[src/rtl/stpfp_pkg.sv]
// constants, register map and state type of the stepper enable and fault protection block
// assumes a single 20 MHz clock and synchronous pin inputs
//
// Summary of operation
// RULE_01 - with enable high the phase drive outputs follow the phase inputs.
// RULE_02 - with enable low all four phase drive outputs are off.
// RULE_03 - with enable low the internal clock halts and only the reset input can change internal state; register writes still change the ctrl and irq registers.
// RULE_04 - the open-drain fault flag is pulled low whenever an overcurrent or overheat trip has been caught.
// RULE_05 - each trip sets a latch and a set latch holds all phase drive outputs off.
// RULE_06 - a trip latch clears only on power-on reset or a high-low-high pulse on the reset input.
// RULE_07 - internal reset is the power-on reset or the active-low reset input; tying the input high leaves power-on alone.
// RULE_08 - the overcurrent trip fires when the sensed current is above the 3.5 A threshold.
// RULE_09 - overcurrent is blanked for 5.5 us from the start of each PWM on period.
// RULE_10 - the overheat trip fires at a substrate temperature of 144 C and sets a protection latch.
// RULE_11 - the power-on reset holds the logic initialised until the logic supply reaches 4 V.
// RULE_12 - the controller keeps enable low while the logic supply is under 4.75 V.
// RULE_13 - the controller should slow the phase rate gradually before stopping.
// RULE_14 - the reset input low resets the device and its rising edge sets excitation to phases A and BB.
// RULE_15 - when enable returns high the excitation resumes with the state held before it went low; drive outputs take the current phase inputs instead.
// RULE_16 - phase inputs are active low and A with A-bar, B with B-bar never conduct together.
// RULE_17 - when a reset clears the latches the fault flag returns to released high impedance.
`default_nettype none

package stpfp_pkg;

    ////////////////////////////////////////////////////////////////////////////
    // timing
    localparam int unsigned CLK_HZ       = 20_000_000;
    localparam int unsigned BLANK_NS     = 5500;
    localparam int unsigned BLANK_CYC    = (BLANK_NS * (CLK_HZ / 1_000_000) + 999) / 1000;
    localparam int unsigned BLANK_W      = 8;

    ////////////////////////////////////////////////////////////////////////////
    // register bus
    localparam int unsigned ADDR_W       = 8;
    localparam int unsigned DATA_W       = 32;
    localparam logic [7:0]  OFS_CTRL     = 8'h00;
    localparam logic [7:0]  OFS_STATUS   = 8'h04;
    localparam logic [7:0]  OFS_IRQ_STAT = 8'h08;
    localparam logic [7:0]  OFS_IRQ_MASK = 8'h0c;

    // ctrl fields
    localparam int unsigned CTRL_ALLOW_BIT = 0;
    localparam logic        CTRL_ALLOW_RST = 1'h1;

    // status fields
    localparam int unsigned ST_OC_BIT    = 0;
    localparam int unsigned ST_OT_BIT    = 1;
    localparam int unsigned ST_RUN_BIT   = 2;
    localparam int unsigned ST_PH_LSB    = 4;

    // irq fields
    localparam int unsigned IRQ_W        = 2;
    localparam int unsigned IRQ_OC_BIT   = 0;
    localparam int unsigned IRQ_OT_BIT   = 1;
    localparam logic [1:0]  IRQ_MASK_RST = 2'h0;

    ////////////////////////////////////////////////////////////////////////////
    // excitation, order {b_bar, b, a_bar, a}
    localparam logic [3:0]  PHASE_INIT   = 4'h9;
    localparam logic [3:0]  PHASE_OFF    = 4'h0;

    typedef enum logic [3:0]
    {
        ST_RESET = 4'b0001,
        ST_RUN   = 4'b0010,
        ST_HOLD  = 4'b0100,
        ST_TRIP  = 4'b1000
    } stpfp_state_t;

endpackage

`default_nettype wire

[src/rtl/stpfp_top.sv]
// stepper driver control: enable gating, excitation hold, trip latches, fault flag, registers
// assumes all pins synchronous to clk; nrst is the power-on reset from the supply monitor
//
// The register addresses and the address-and-strobe port are this design's own decisions.
`default_nettype none

module stpfp_top
(
    input  wire logic                          clk,
    input  wire logic                          nrst,
    input  wire logic                          sys_reset_low,
    input  wire logic                          enable_in,
    input  wire logic                          phase_a_in_n,
    input  wire logic                          phase_a_bar_in_n,
    input  wire logic                          phase_b_in_n,
    input  wire logic                          phase_b_bar_in_n,
    input  wire logic                          pwm_on,
    input  wire logic                          cur_over_limit,
    input  wire logic                          temp_over_limit,
    output logic                               drv_a,
    output logic                               drv_a_bar,
    output logic                               drv_b,
    output logic                               drv_b_bar,
    output logic                               fault_o,
    output logic                               fault_oe,
    input  wire logic [stpfp_pkg::ADDR_W-1:0]  reg_addr,
    input  wire logic [stpfp_pkg::DATA_W-1:0]  reg_wdata,
    input  wire logic                          reg_wr,
    input  wire logic                          reg_rd,
    output logic      [stpfp_pkg::DATA_W-1:0]  reg_rdata,
    output logic                               irq
);

    ////////////////////////////////////////////////////////////////////////////
    // helpers

    // simultaneous on prevention for one pair, {bar, true}
    function automatic logic [1:0] pair_lock(input logic [1:0] req);
        pair_lock = (req == 2'h3) ? 2'h0 : req;
    endfunction

    ////////////////////////////////////////////////////////////////////////////
    // declarations

    stpfp_pkg::stpfp_state_t       state_ff;
    stpfp_pkg::stpfp_state_t       nxt_state;

    logic [3:0]                    phase_ff;
    logic [3:0]                    nxt_phase;
    logic                          oc_latch_ff;
    logic                          ot_latch_ff;
    logic                          allow_ff;
    logic [3:0]                    drv_ff;
    logic                          fault_ff;
    logic [stpfp_pkg::DATA_W-1:0]  rdata_ff;
    logic [stpfp_pkg::DATA_W-1:0]  nxt_rdata;

    wire                           int_rst;
    wire                           run;
    wire                           tripped;
    wire                           oc_trip;
    wire                           ot_trip;
    wire  [3:0]                    phase_req;
    wire  [3:0]                    phase_safe;
    wire  [3:0]                    nxt_drv;
    wire                           sel_ctrl;
    wire                           sel_status;
    wire                           sel_irq_stat;
    wire                           sel_irq_mask;
    wire  [stpfp_pkg::IRQ_W-1:0]   irq_stat;
    wire  [stpfp_pkg::IRQ_W-1:0]   irq_mask;
    wire  [stpfp_pkg::IRQ_W-1:0]   irq_evt;
    wire  [stpfp_pkg::DATA_W-1:0]  status_word;

    ////////////////////////////////////////////////////////////////////////////
    // reset and clock halt

    // power-on reset acts through nrst, the pin through a synchronous clear
    assign int_rst = ~sys_reset_low; // RULE_07 RULE_11 RULE_14
    assign run     = enable_in & ~int_rst; // RULE_03
    assign tripped = oc_latch_ff | ot_latch_ff;

    ////////////////////////////////////////////////////////////////////////////
    // phase inputs, active low, pairwise interlock

    assign phase_req  = ~{phase_b_bar_in_n, phase_b_in_n, phase_a_bar_in_n, phase_a_in_n}; // RULE_16
    assign phase_safe = {pair_lock(phase_req[3:2]), pair_lock(phase_req[1:0])}; // RULE_16

    ////////////////////////////////////////////////////////////////////////////
    // protection detectors

    stpfp_blank u_blank
    (
        .clk      (clk),
        .nrst     (nrst),
        .clr      (int_rst),
        .run      (run),
        .pwm_on   (pwm_on),
        .over_cur (cur_over_limit),
        .trip     (oc_trip)
    );

    assign ot_trip = run & temp_over_limit; // RULE_10

    ////////////////////////////////////////////////////////////////////////////
    // state machine

    always_comb
    begin
        nxt_state = state_ff;
        case (state_ff)
            stpfp_pkg::ST_RESET:
            begin
                if (!int_rst)
                begin
                    nxt_state = (tripped || oc_trip || ot_trip) ? stpfp_pkg::ST_TRIP // RULE_05
                              : enable_in ? stpfp_pkg::ST_RUN : stpfp_pkg::ST_HOLD;
                end
            end
            stpfp_pkg::ST_RUN:
            begin
                if (int_rst)
                begin
                    nxt_state = stpfp_pkg::ST_RESET;
                end
                else if (oc_trip || ot_trip)
                begin
                    nxt_state = stpfp_pkg::ST_TRIP; // RULE_05
                end
                else if (!enable_in)
                begin
                    nxt_state = stpfp_pkg::ST_HOLD; // RULE_02
                end
            end
            stpfp_pkg::ST_HOLD:
            begin
                if (int_rst)
                begin
                    nxt_state = stpfp_pkg::ST_RESET;
                end
                else if (oc_trip || ot_trip)
                begin
                    nxt_state = stpfp_pkg::ST_TRIP; // RULE_05
                end
                else if (enable_in)
                begin
                    nxt_state = stpfp_pkg::ST_RUN; // RULE_15
                end
            end
            stpfp_pkg::ST_TRIP:
            begin
                if (int_rst)
                begin
                    nxt_state = stpfp_pkg::ST_RESET; // RULE_06
                end
            end
            default:
            begin
                nxt_state = stpfp_pkg::ST_RESET;
            end
        endcase
    end

    always_ff @(posedge clk or negedge nrst)
    begin
        if (!nrst)
        begin
            state_ff <= stpfp_pkg::ST_RESET;
        end
        else
        begin
            state_ff <= nxt_state;
        end
    end

    ////////////////////////////////////////////////////////////////////////////
    // excitation state, held while halted

    assign nxt_phase = int_rst ? stpfp_pkg::PHASE_INIT // RULE_14
                     : run ? phase_safe : phase_ff; // RULE_01 RULE_15

    always_ff @(posedge clk or negedge nrst)
    begin
        if (!nrst)
        begin
            phase_ff <= stpfp_pkg::PHASE_INIT;
        end
        else
        begin
            phase_ff <= nxt_phase;
        end
    end

    ////////////////////////////////////////////////////////////////////////////
    // trip latches

    always_ff @(posedge clk or negedge nrst)
    begin
        if (!nrst)
        begin
            oc_latch_ff <= 1'b0;
            ot_latch_ff <= 1'b0;
        end
        else if (int_rst)
        begin
            oc_latch_ff <= 1'b0; // RULE_06
            ot_latch_ff <= 1'b0;
        end
        else
        begin
            oc_latch_ff <= oc_latch_ff | oc_trip; // RULE_05
            ot_latch_ff <= ot_latch_ff | ot_trip; // RULE_05
        end
    end

    ////////////////////////////////////////////////////////////////////////////
    // drive outputs and fault flag

    // outputs only in run with the latches clear and software allowing
    assign nxt_drv = (nxt_state == stpfp_pkg::ST_RUN && allow_ff) ? nxt_phase : stpfp_pkg::PHASE_OFF; // RULE_01 RULE_02 RULE_05

    always_ff @(posedge clk or negedge nrst)
    begin
        if (!nrst)
        begin
            drv_ff   <= stpfp_pkg::PHASE_OFF;
            fault_ff <= 1'b0;
        end
        else
        begin
            drv_ff   <= nxt_drv;
            fault_ff <= ~int_rst & (tripped | oc_trip | ot_trip); // RULE_04 RULE_17
        end
    end

    assign drv_a     = drv_ff[0];
    assign drv_a_bar = drv_ff[1];
    assign drv_b     = drv_ff[2];
    assign drv_b_bar = drv_ff[3];

    // open drain: only ever drives low
    assign fault_o   = 1'b0;
    assign fault_oe  = fault_ff; // RULE_04 RULE_17

    ////////////////////////////////////////////////////////////////////////////
    // register decode

    assign sel_ctrl     = (reg_addr == stpfp_pkg::OFS_CTRL);
    assign sel_status   = (reg_addr == stpfp_pkg::OFS_STATUS);
    assign sel_irq_stat = (reg_addr == stpfp_pkg::OFS_IRQ_STAT);
    assign sel_irq_mask = (reg_addr == stpfp_pkg::OFS_IRQ_MASK);

    assign status_word = {24'h0, phase_ff, 1'b0, (state_ff == stpfp_pkg::ST_RUN), ot_latch_ff, oc_latch_ff};

    always_ff @(posedge clk or negedge nrst)
    begin
        if (!nrst)
        begin
            allow_ff <= stpfp_pkg::CTRL_ALLOW_RST;
        end
        else if (reg_wr && sel_ctrl)
        begin
            allow_ff <= reg_wdata[stpfp_pkg::CTRL_ALLOW_BIT];
        end
    end

    ////////////////////////////////////////////////////////////////////////////
    // interrupts

    assign irq_evt = {ot_trip & ~ot_latch_ff, oc_trip & ~oc_latch_ff};

    stpfp_irq u_irq
    (
        .clk     (clk),
        .nrst    (nrst),
        .evt     (irq_evt),
        .stat_wr (reg_wr & sel_irq_stat),
        .mask_wr (reg_wr & sel_irq_mask),
        .wdata   (reg_wdata[stpfp_pkg::IRQ_W-1:0]),
        .stat    (irq_stat),
        .mask    (irq_mask),
        .irq     (irq)
    );

    ////////////////////////////////////////////////////////////////////////////
    // read data, one cycle after the strobe, zero otherwise

    always_comb
    begin
        nxt_rdata = '0;
        if (reg_rd)
        begin
            case (1'b1)
                sel_ctrl:     nxt_rdata = {31'h0, allow_ff};
                sel_status:   nxt_rdata = status_word;
                sel_irq_stat: nxt_rdata = {30'h0, irq_stat};
                sel_irq_mask: nxt_rdata = {30'h0, irq_mask};
                default:      nxt_rdata = '0;
            endcase
        end
    end

    always_ff @(posedge clk or negedge nrst)
    begin
        if (!nrst)
        begin
            rdata_ff <= '0;
        end
        else
        begin
            rdata_ff <= nxt_rdata;
        end
    end

    assign reg_rdata = rdata_ff;

endmodule

`default_nettype wire

[src/rtl/stpfp_blank.sv]
// overcurrent blanking timer and trip detector
// assumes synchronous inputs and a run enable that stands for the halted clock
`default_nettype none

module stpfp_blank
(
    input  wire logic clk,
    input  wire logic nrst,
    input  wire logic clr,
    input  wire logic run,
    input  wire logic pwm_on,
    input  wire logic over_cur,
    output logic      trip
);

    logic [stpfp_pkg::BLANK_W-1:0] cnt_ff;
    logic [stpfp_pkg::BLANK_W-1:0] nxt_cnt;
    logic                          pwm_on_ff;
    wire                           on_start;
    wire                           blanked;

    ////////////////////////////////////////////////////////////////////////////
    // blanking window from each on period start
    assign on_start = pwm_on & ~pwm_on_ff;
    assign blanked  = on_start | (cnt_ff != '0);
    assign nxt_cnt  = on_start ? stpfp_pkg::BLANK_W'(stpfp_pkg::BLANK_CYC - 1) // RULE_09
                    : (cnt_ff != '0) ? cnt_ff - 1'b1 : cnt_ff;

    always_ff @(posedge clk or negedge nrst)
    begin
        if (!nrst)
        begin
            cnt_ff    <= '0;
            pwm_on_ff <= 1'b0;
        end
        else if (clr)
        begin
            cnt_ff    <= '0;
            pwm_on_ff <= 1'b0;
        end
        else if (run) // RULE_03
        begin
            cnt_ff    <= nxt_cnt;
            pwm_on_ff <= pwm_on;
        end
    end

    ////////////////////////////////////////////////////////////////////////////
    // trip only outside the window
    assign trip = run & pwm_on & over_cur & ~blanked; // RULE_08 RULE_09

endmodule

`default_nettype wire

[src/rtl/stpfp_irq.sv]
// sticky interrupt status with write-one-to-clear and mask
// assumes one-cycle event pulses and one-cycle write strobes
`default_nettype none

module stpfp_irq
(
    input  wire logic                         clk,
    input  wire logic                         nrst,
    input  wire logic [stpfp_pkg::IRQ_W-1:0]  evt,
    input  wire logic                         stat_wr,
    input  wire logic                         mask_wr,
    input  wire logic [stpfp_pkg::IRQ_W-1:0]  wdata,
    output logic      [stpfp_pkg::IRQ_W-1:0]  stat,
    output logic      [stpfp_pkg::IRQ_W-1:0]  mask,
    output logic                              irq
);

    logic [stpfp_pkg::IRQ_W-1:0] stat_ff;
    logic [stpfp_pkg::IRQ_W-1:0] mask_ff;
    logic                        irq_ff;
    wire  [stpfp_pkg::IRQ_W-1:0] nxt_stat;
    wire  [stpfp_pkg::IRQ_W-1:0] nxt_mask;

    // set wins over clear
    assign nxt_stat = (stat_ff & ~(stat_wr ? wdata : '0)) | evt;
    assign nxt_mask = mask_wr ? wdata : mask_ff;

    always_ff @(posedge clk or negedge nrst)
    begin
        if (!nrst)
        begin
            stat_ff <= '0;
            mask_ff <= stpfp_pkg::IRQ_MASK_RST;
            irq_ff  <= 1'b0;
        end
        else
        begin
            stat_ff <= nxt_stat;
            mask_ff <= nxt_mask;
            irq_ff  <= |(nxt_stat & nxt_mask);
        end
    end

    assign stat = stat_ff;
    assign mask = mask_ff;
    assign irq  = irq_ff;

endmodule

`default_nettype wire

[config.mk]
export PLATFORM = sky130hd
export DESIGN_NAME = stpfp_top
export DESIGN_NICKNAME = d
export VERILOG_FILES = /design/src/rtl/stpfp_pkg.sv /design/src/rtl/stpfp_top.sv /design/src/rtl/stpfp_blank.sv /design/src/rtl/stpfp_irq.sv
export SDC_FILE = /design/constraint.sdc
export NUM_CORES = 1
export LEC_CHECK = 0
export ABC_CLOCK_PERIOD_IN_PS = 2200
export BUFFER_PORTS_ARGS = -buffer_cell sky130_fd_sc_hd__buf_2
export CAP_MARGIN = 10
export CORE_MARGIN = 1.5
export CORE_UTILIZATION = 42
export CTS_BUF_LIST = sky130_fd_sc_hd__clkbuf_4 sky130_fd_sc_hd__clkbuf_8
export DETAILED_ROUTE_END_ITERATION = 10
export PLACE_DENSITY = 0.72
export SKIP_LAST_GASP = 1
export SLEW_MARGIN = 20
export SYNTH_ARGS = -nofsm -noshare
export SYNTH_HDL_FRONTEND = slang
export SYNTH_SLANG_ARGS = --single-unit
[constraint.sdc]
create_clock -name clk -period 2.2 [get_ports clk]
set_clock_uncertainty 0.15 [all_clocks]
set_input_delay 0.11 -clock clk [delete_from_list [all_inputs] [get_ports clk]]
set_output_delay 0.11 -clock clk [all_outputs]
set_load 0.02 [all_outputs]
==> impl_metrics.ini <==
[run_status]
status = completed

[placed_design]
place_congestion = 0.874
port_buffers = 35
place_hpwl_um = 2890
pre_cts_slack_ps = 127

[pwr]
internal_power_mw = 1.27
p_per_area_nw_per_um2 = 714
p_sw_share_pct = 29.1
vdd_drop_max_v = 0.000279
combPwrFrac_pct = 23.4
seq_power_share_pct = 42.7
switching_power_uw = 523
clkPwrFrac_pct = 33.8
leakage_nw = 1.24

[floorplan]
io_pins = 92
die_y_um = 73.1
die_area_um2 = 5350
die_w_um = 73.1
fp-row-count = 25
core_region_area_um2 = 4720
start_util_pct = 43.7

[setup_path]
arrival_ps = 2240
cp.required_ps = 2280
crit_type = in -> reg
cp-start-kind = primary input
worstPathMaxFanout = 3
worstSetupEndpointType = flip-flop

[finish]
seqCellArea_um2 = 931
nets = 317
area_growth_pct = 21.7
num_antenna_cells = 0
filler_cell_count = 429
drive_above_1_share_pct = 26.6
multi_input_area_um2 = 975
final_cell_mix = 35 x buf_2, 33 x dfrtp_1, 26 x conb_1, 17 x nor2_1, 14 x dlygate4sd3_1
layout_commonest_cell = buf_2

[synth]
synth-edff-count = 0
synth_cells = 209
synth_seq_cells = 37
synth-seq-area-share_pct = 45.1
synth_cell_type_count = 52
yosys_warnings = 0
synth.avg_cell_area_um2 = 9.88
ys.flop_type = dfrtp_1
async_flop_share_pct = 100
syn_area_um2 = 2070

[sta]
rsz0062_at_grt = true
tns_ps = 0
setup_viol_count_final = 0
drv_slew = 0
period_share_pct = 98.2
layout_setup_ws_ps = 39.2
tightest_slew_ps = 781
max_freq_mhz = 463
hold_viol = 0
period_minus_slack_ps = 2160
slew_headroom_pct = 47.9

[clock_network]
cts_tree = yes
root_buffer = clkbuf_8
post_cts_buffers = 0
cts_max_level = 2
clkTransAtPathRegs_ps = 70
clk_latency_ps = 290
cts_buffer_depth = 2
clkSinkCount = 37
cts-buffers-inserted = 5

[global_routing]
grt_start_max_net_pins = 38
grt_usage_pct = 16.9
grt_pass1_wl_um = 6910
grt_pass1_vias = 1518
globalRoute.totalOverflow = 0
antenna_found_initial = 0

[route]
post_drt_via_cell_ratio = 4.87
finalWirelength_um = 4240
wl_per_cell_um = 12.8
drt_first_pass_iters = 4
first_iter_violations = 76
vias = 1608
ant_nets = 0
drcViolationCount = 0

[worst_hold_path]
hp-class = in -> reg

[run]
cap_violations = 0
[sequential cells by signal (all words and copies together), names as in the netlist, 2 cells and up]
signal and cells:
u_blank.cnt_ff 8, reg_rdata 7, drv_ff 4, phase_ff 4, state_ff 4, u_irq.mask 2, u_irq.stat 2
[per-stage QoR]
stage	instance area [µm²]	total power [mW]	hold slack, ps	std cells	utilization [%]
finish	2510	1.79	10.7	330	53.2
global route	2510	1.89	23.7	330	53.2
CTS	2510	1.80	9.07	330	53.1
detailed placement	2250	1.17	95.7	308	47.5
global placement	2250	1.17	102	308	47.5
floorplan	2160	1.08	-336	234	-
[critical path: stages]
cell,delay (ps)
dlygate4sd3_1,540
buf_2,130
nor2_2,80
dlygate4sd3_1,570
nand3_1,120
dlygate4sd3_1,590
nor2b_1,100
[repair_timing]
action | in CTS | in global routing
setup endpoints to repair | 0 | 4
endpoints found under the hold margin | 44 | 0
resized for setup | 0 | 2
hold buffers | 14 | 0
[path summary, 6_finish.rpt]
kind	startpoint	end	depth (start not counted)	slack, ps
min in group asynchronous	nrst	reg_rdata[1]	2	280
hold reg to reg	phase_ff[2]	reg_rdata[6]	1	330
setup reg to reg	u_blank.cnt_ff[0]	u_blank.cnt_ff[0]	6	150
hold / removal	temp_over_limit	state_ff[1]	3	10
max in group asynchronous	nrst	u_irq.mask[0]	2	1120
setup / recovery	reg_addr[4]	reg_rdata[0]	7	40
[per-layer routing]
| layer | vias to the layer above | share of wire (%) | track usage [%] | routed length, µm |
|---|---|---|---|---|
| met3 | 8 | 4.0 | 4.01 | 170 |
| met2 | 40 | 49 | 28.6 | 2080 |
| met4 | 0 | 1.4 | 7.34 | 61 |
| met5 | - | 0 | 0 | 0 |
| li1 | 792 | - | - | - |
| met1 | 768 | 45 | 20.4 | 1920 |
[cell type report]
cell class | instances | area share [%]
clock buffer | 6 | 3.28
clock inverter | 2 | 1.49
inverter | 8 | 1.19
multi-input combinational | 153 | 38.8
sequential | 37 | 37.0
tap | 67 | 3.33
timing repair buffer | 57 | 14.9
[kinds of logic (layout without fill, tap and decap cells)]
logic type / count (synthesis) / in the layout / synth area share, %
AO/OA/AOI/OAI: 41 / 41 / 14.5
XOR/XNOR: 2 / 2 / 0.848
adder cells (fa/ha/maj): 2 / 2 / 1.21
buffers and inverters: 44 / 73 / 12.7
flip-flops: 37 / 37 / 45.1
multiplexers: 8 / 8 / 4.66
other: 1 / 26 / 0.182
AND/OR/NAND/NOR: 74 / 74 / 20.8
[synth_stat cells (2+ instances only)]
library cell | instances | area share, %
mux2i_1 | 4 | 1.9
nand3_1 | 6 | 1.5
or4b_2 | 2 | 0.97
nor2b_1 | 5 | 1.5
and2_1 | 4 | 1.2
buf_4 | 26 | 9.4
nor3b_1 | 2 | 0.73
o2111ai_1 | 3 | 1.3
o21ai_0 | 8 | 1.9
and3_1 | 2 | 0.61
o221ai_1 | 2 | 0.85
nand2b_1 | 5 | 1.5
a31o_2 | 2 | 0.85
mux2_2 | 3 | 1.6
a31oi_1 | 2 | 0.61
a21oi_1 | 9 | 2.2
nor2_1 | 18 | 3.3
nand4_1 | 3 | 0.91
inv_1 | 8 | 1.5
xor2_1 | 2 | 0.85
nor4b_1 | 2 | 0.85
ha_1 | 2 | 1.2
dfrtp_1 | 33 | 40
dfstp_2 | 4 | 5.1
nand2_1 | 12 | 2.2
nor3_1 | 2 | 0.48
o211ai_1 | 2 | 0.73
o41ai_1 | 2 | 0.85
clkbuf_1 | 9 | 1.6
nand3b_1 | 3 | 1.1
[power groups by stage]
stage,Clock (mW),Combinational (mW),Sequential (mW)
2_1_floorplan,0,0.312,0.773
3_3_place_gp,0,0.389,0.777
3_5_place_dp,0,0.395,0.778
4_1_cts,0.621,0.416,0.766
5_1_grt,0.648,0.468,0.773
6_report,0.607,0.420,0.767
Note: power is estimated with default switching activity, not from simulation.
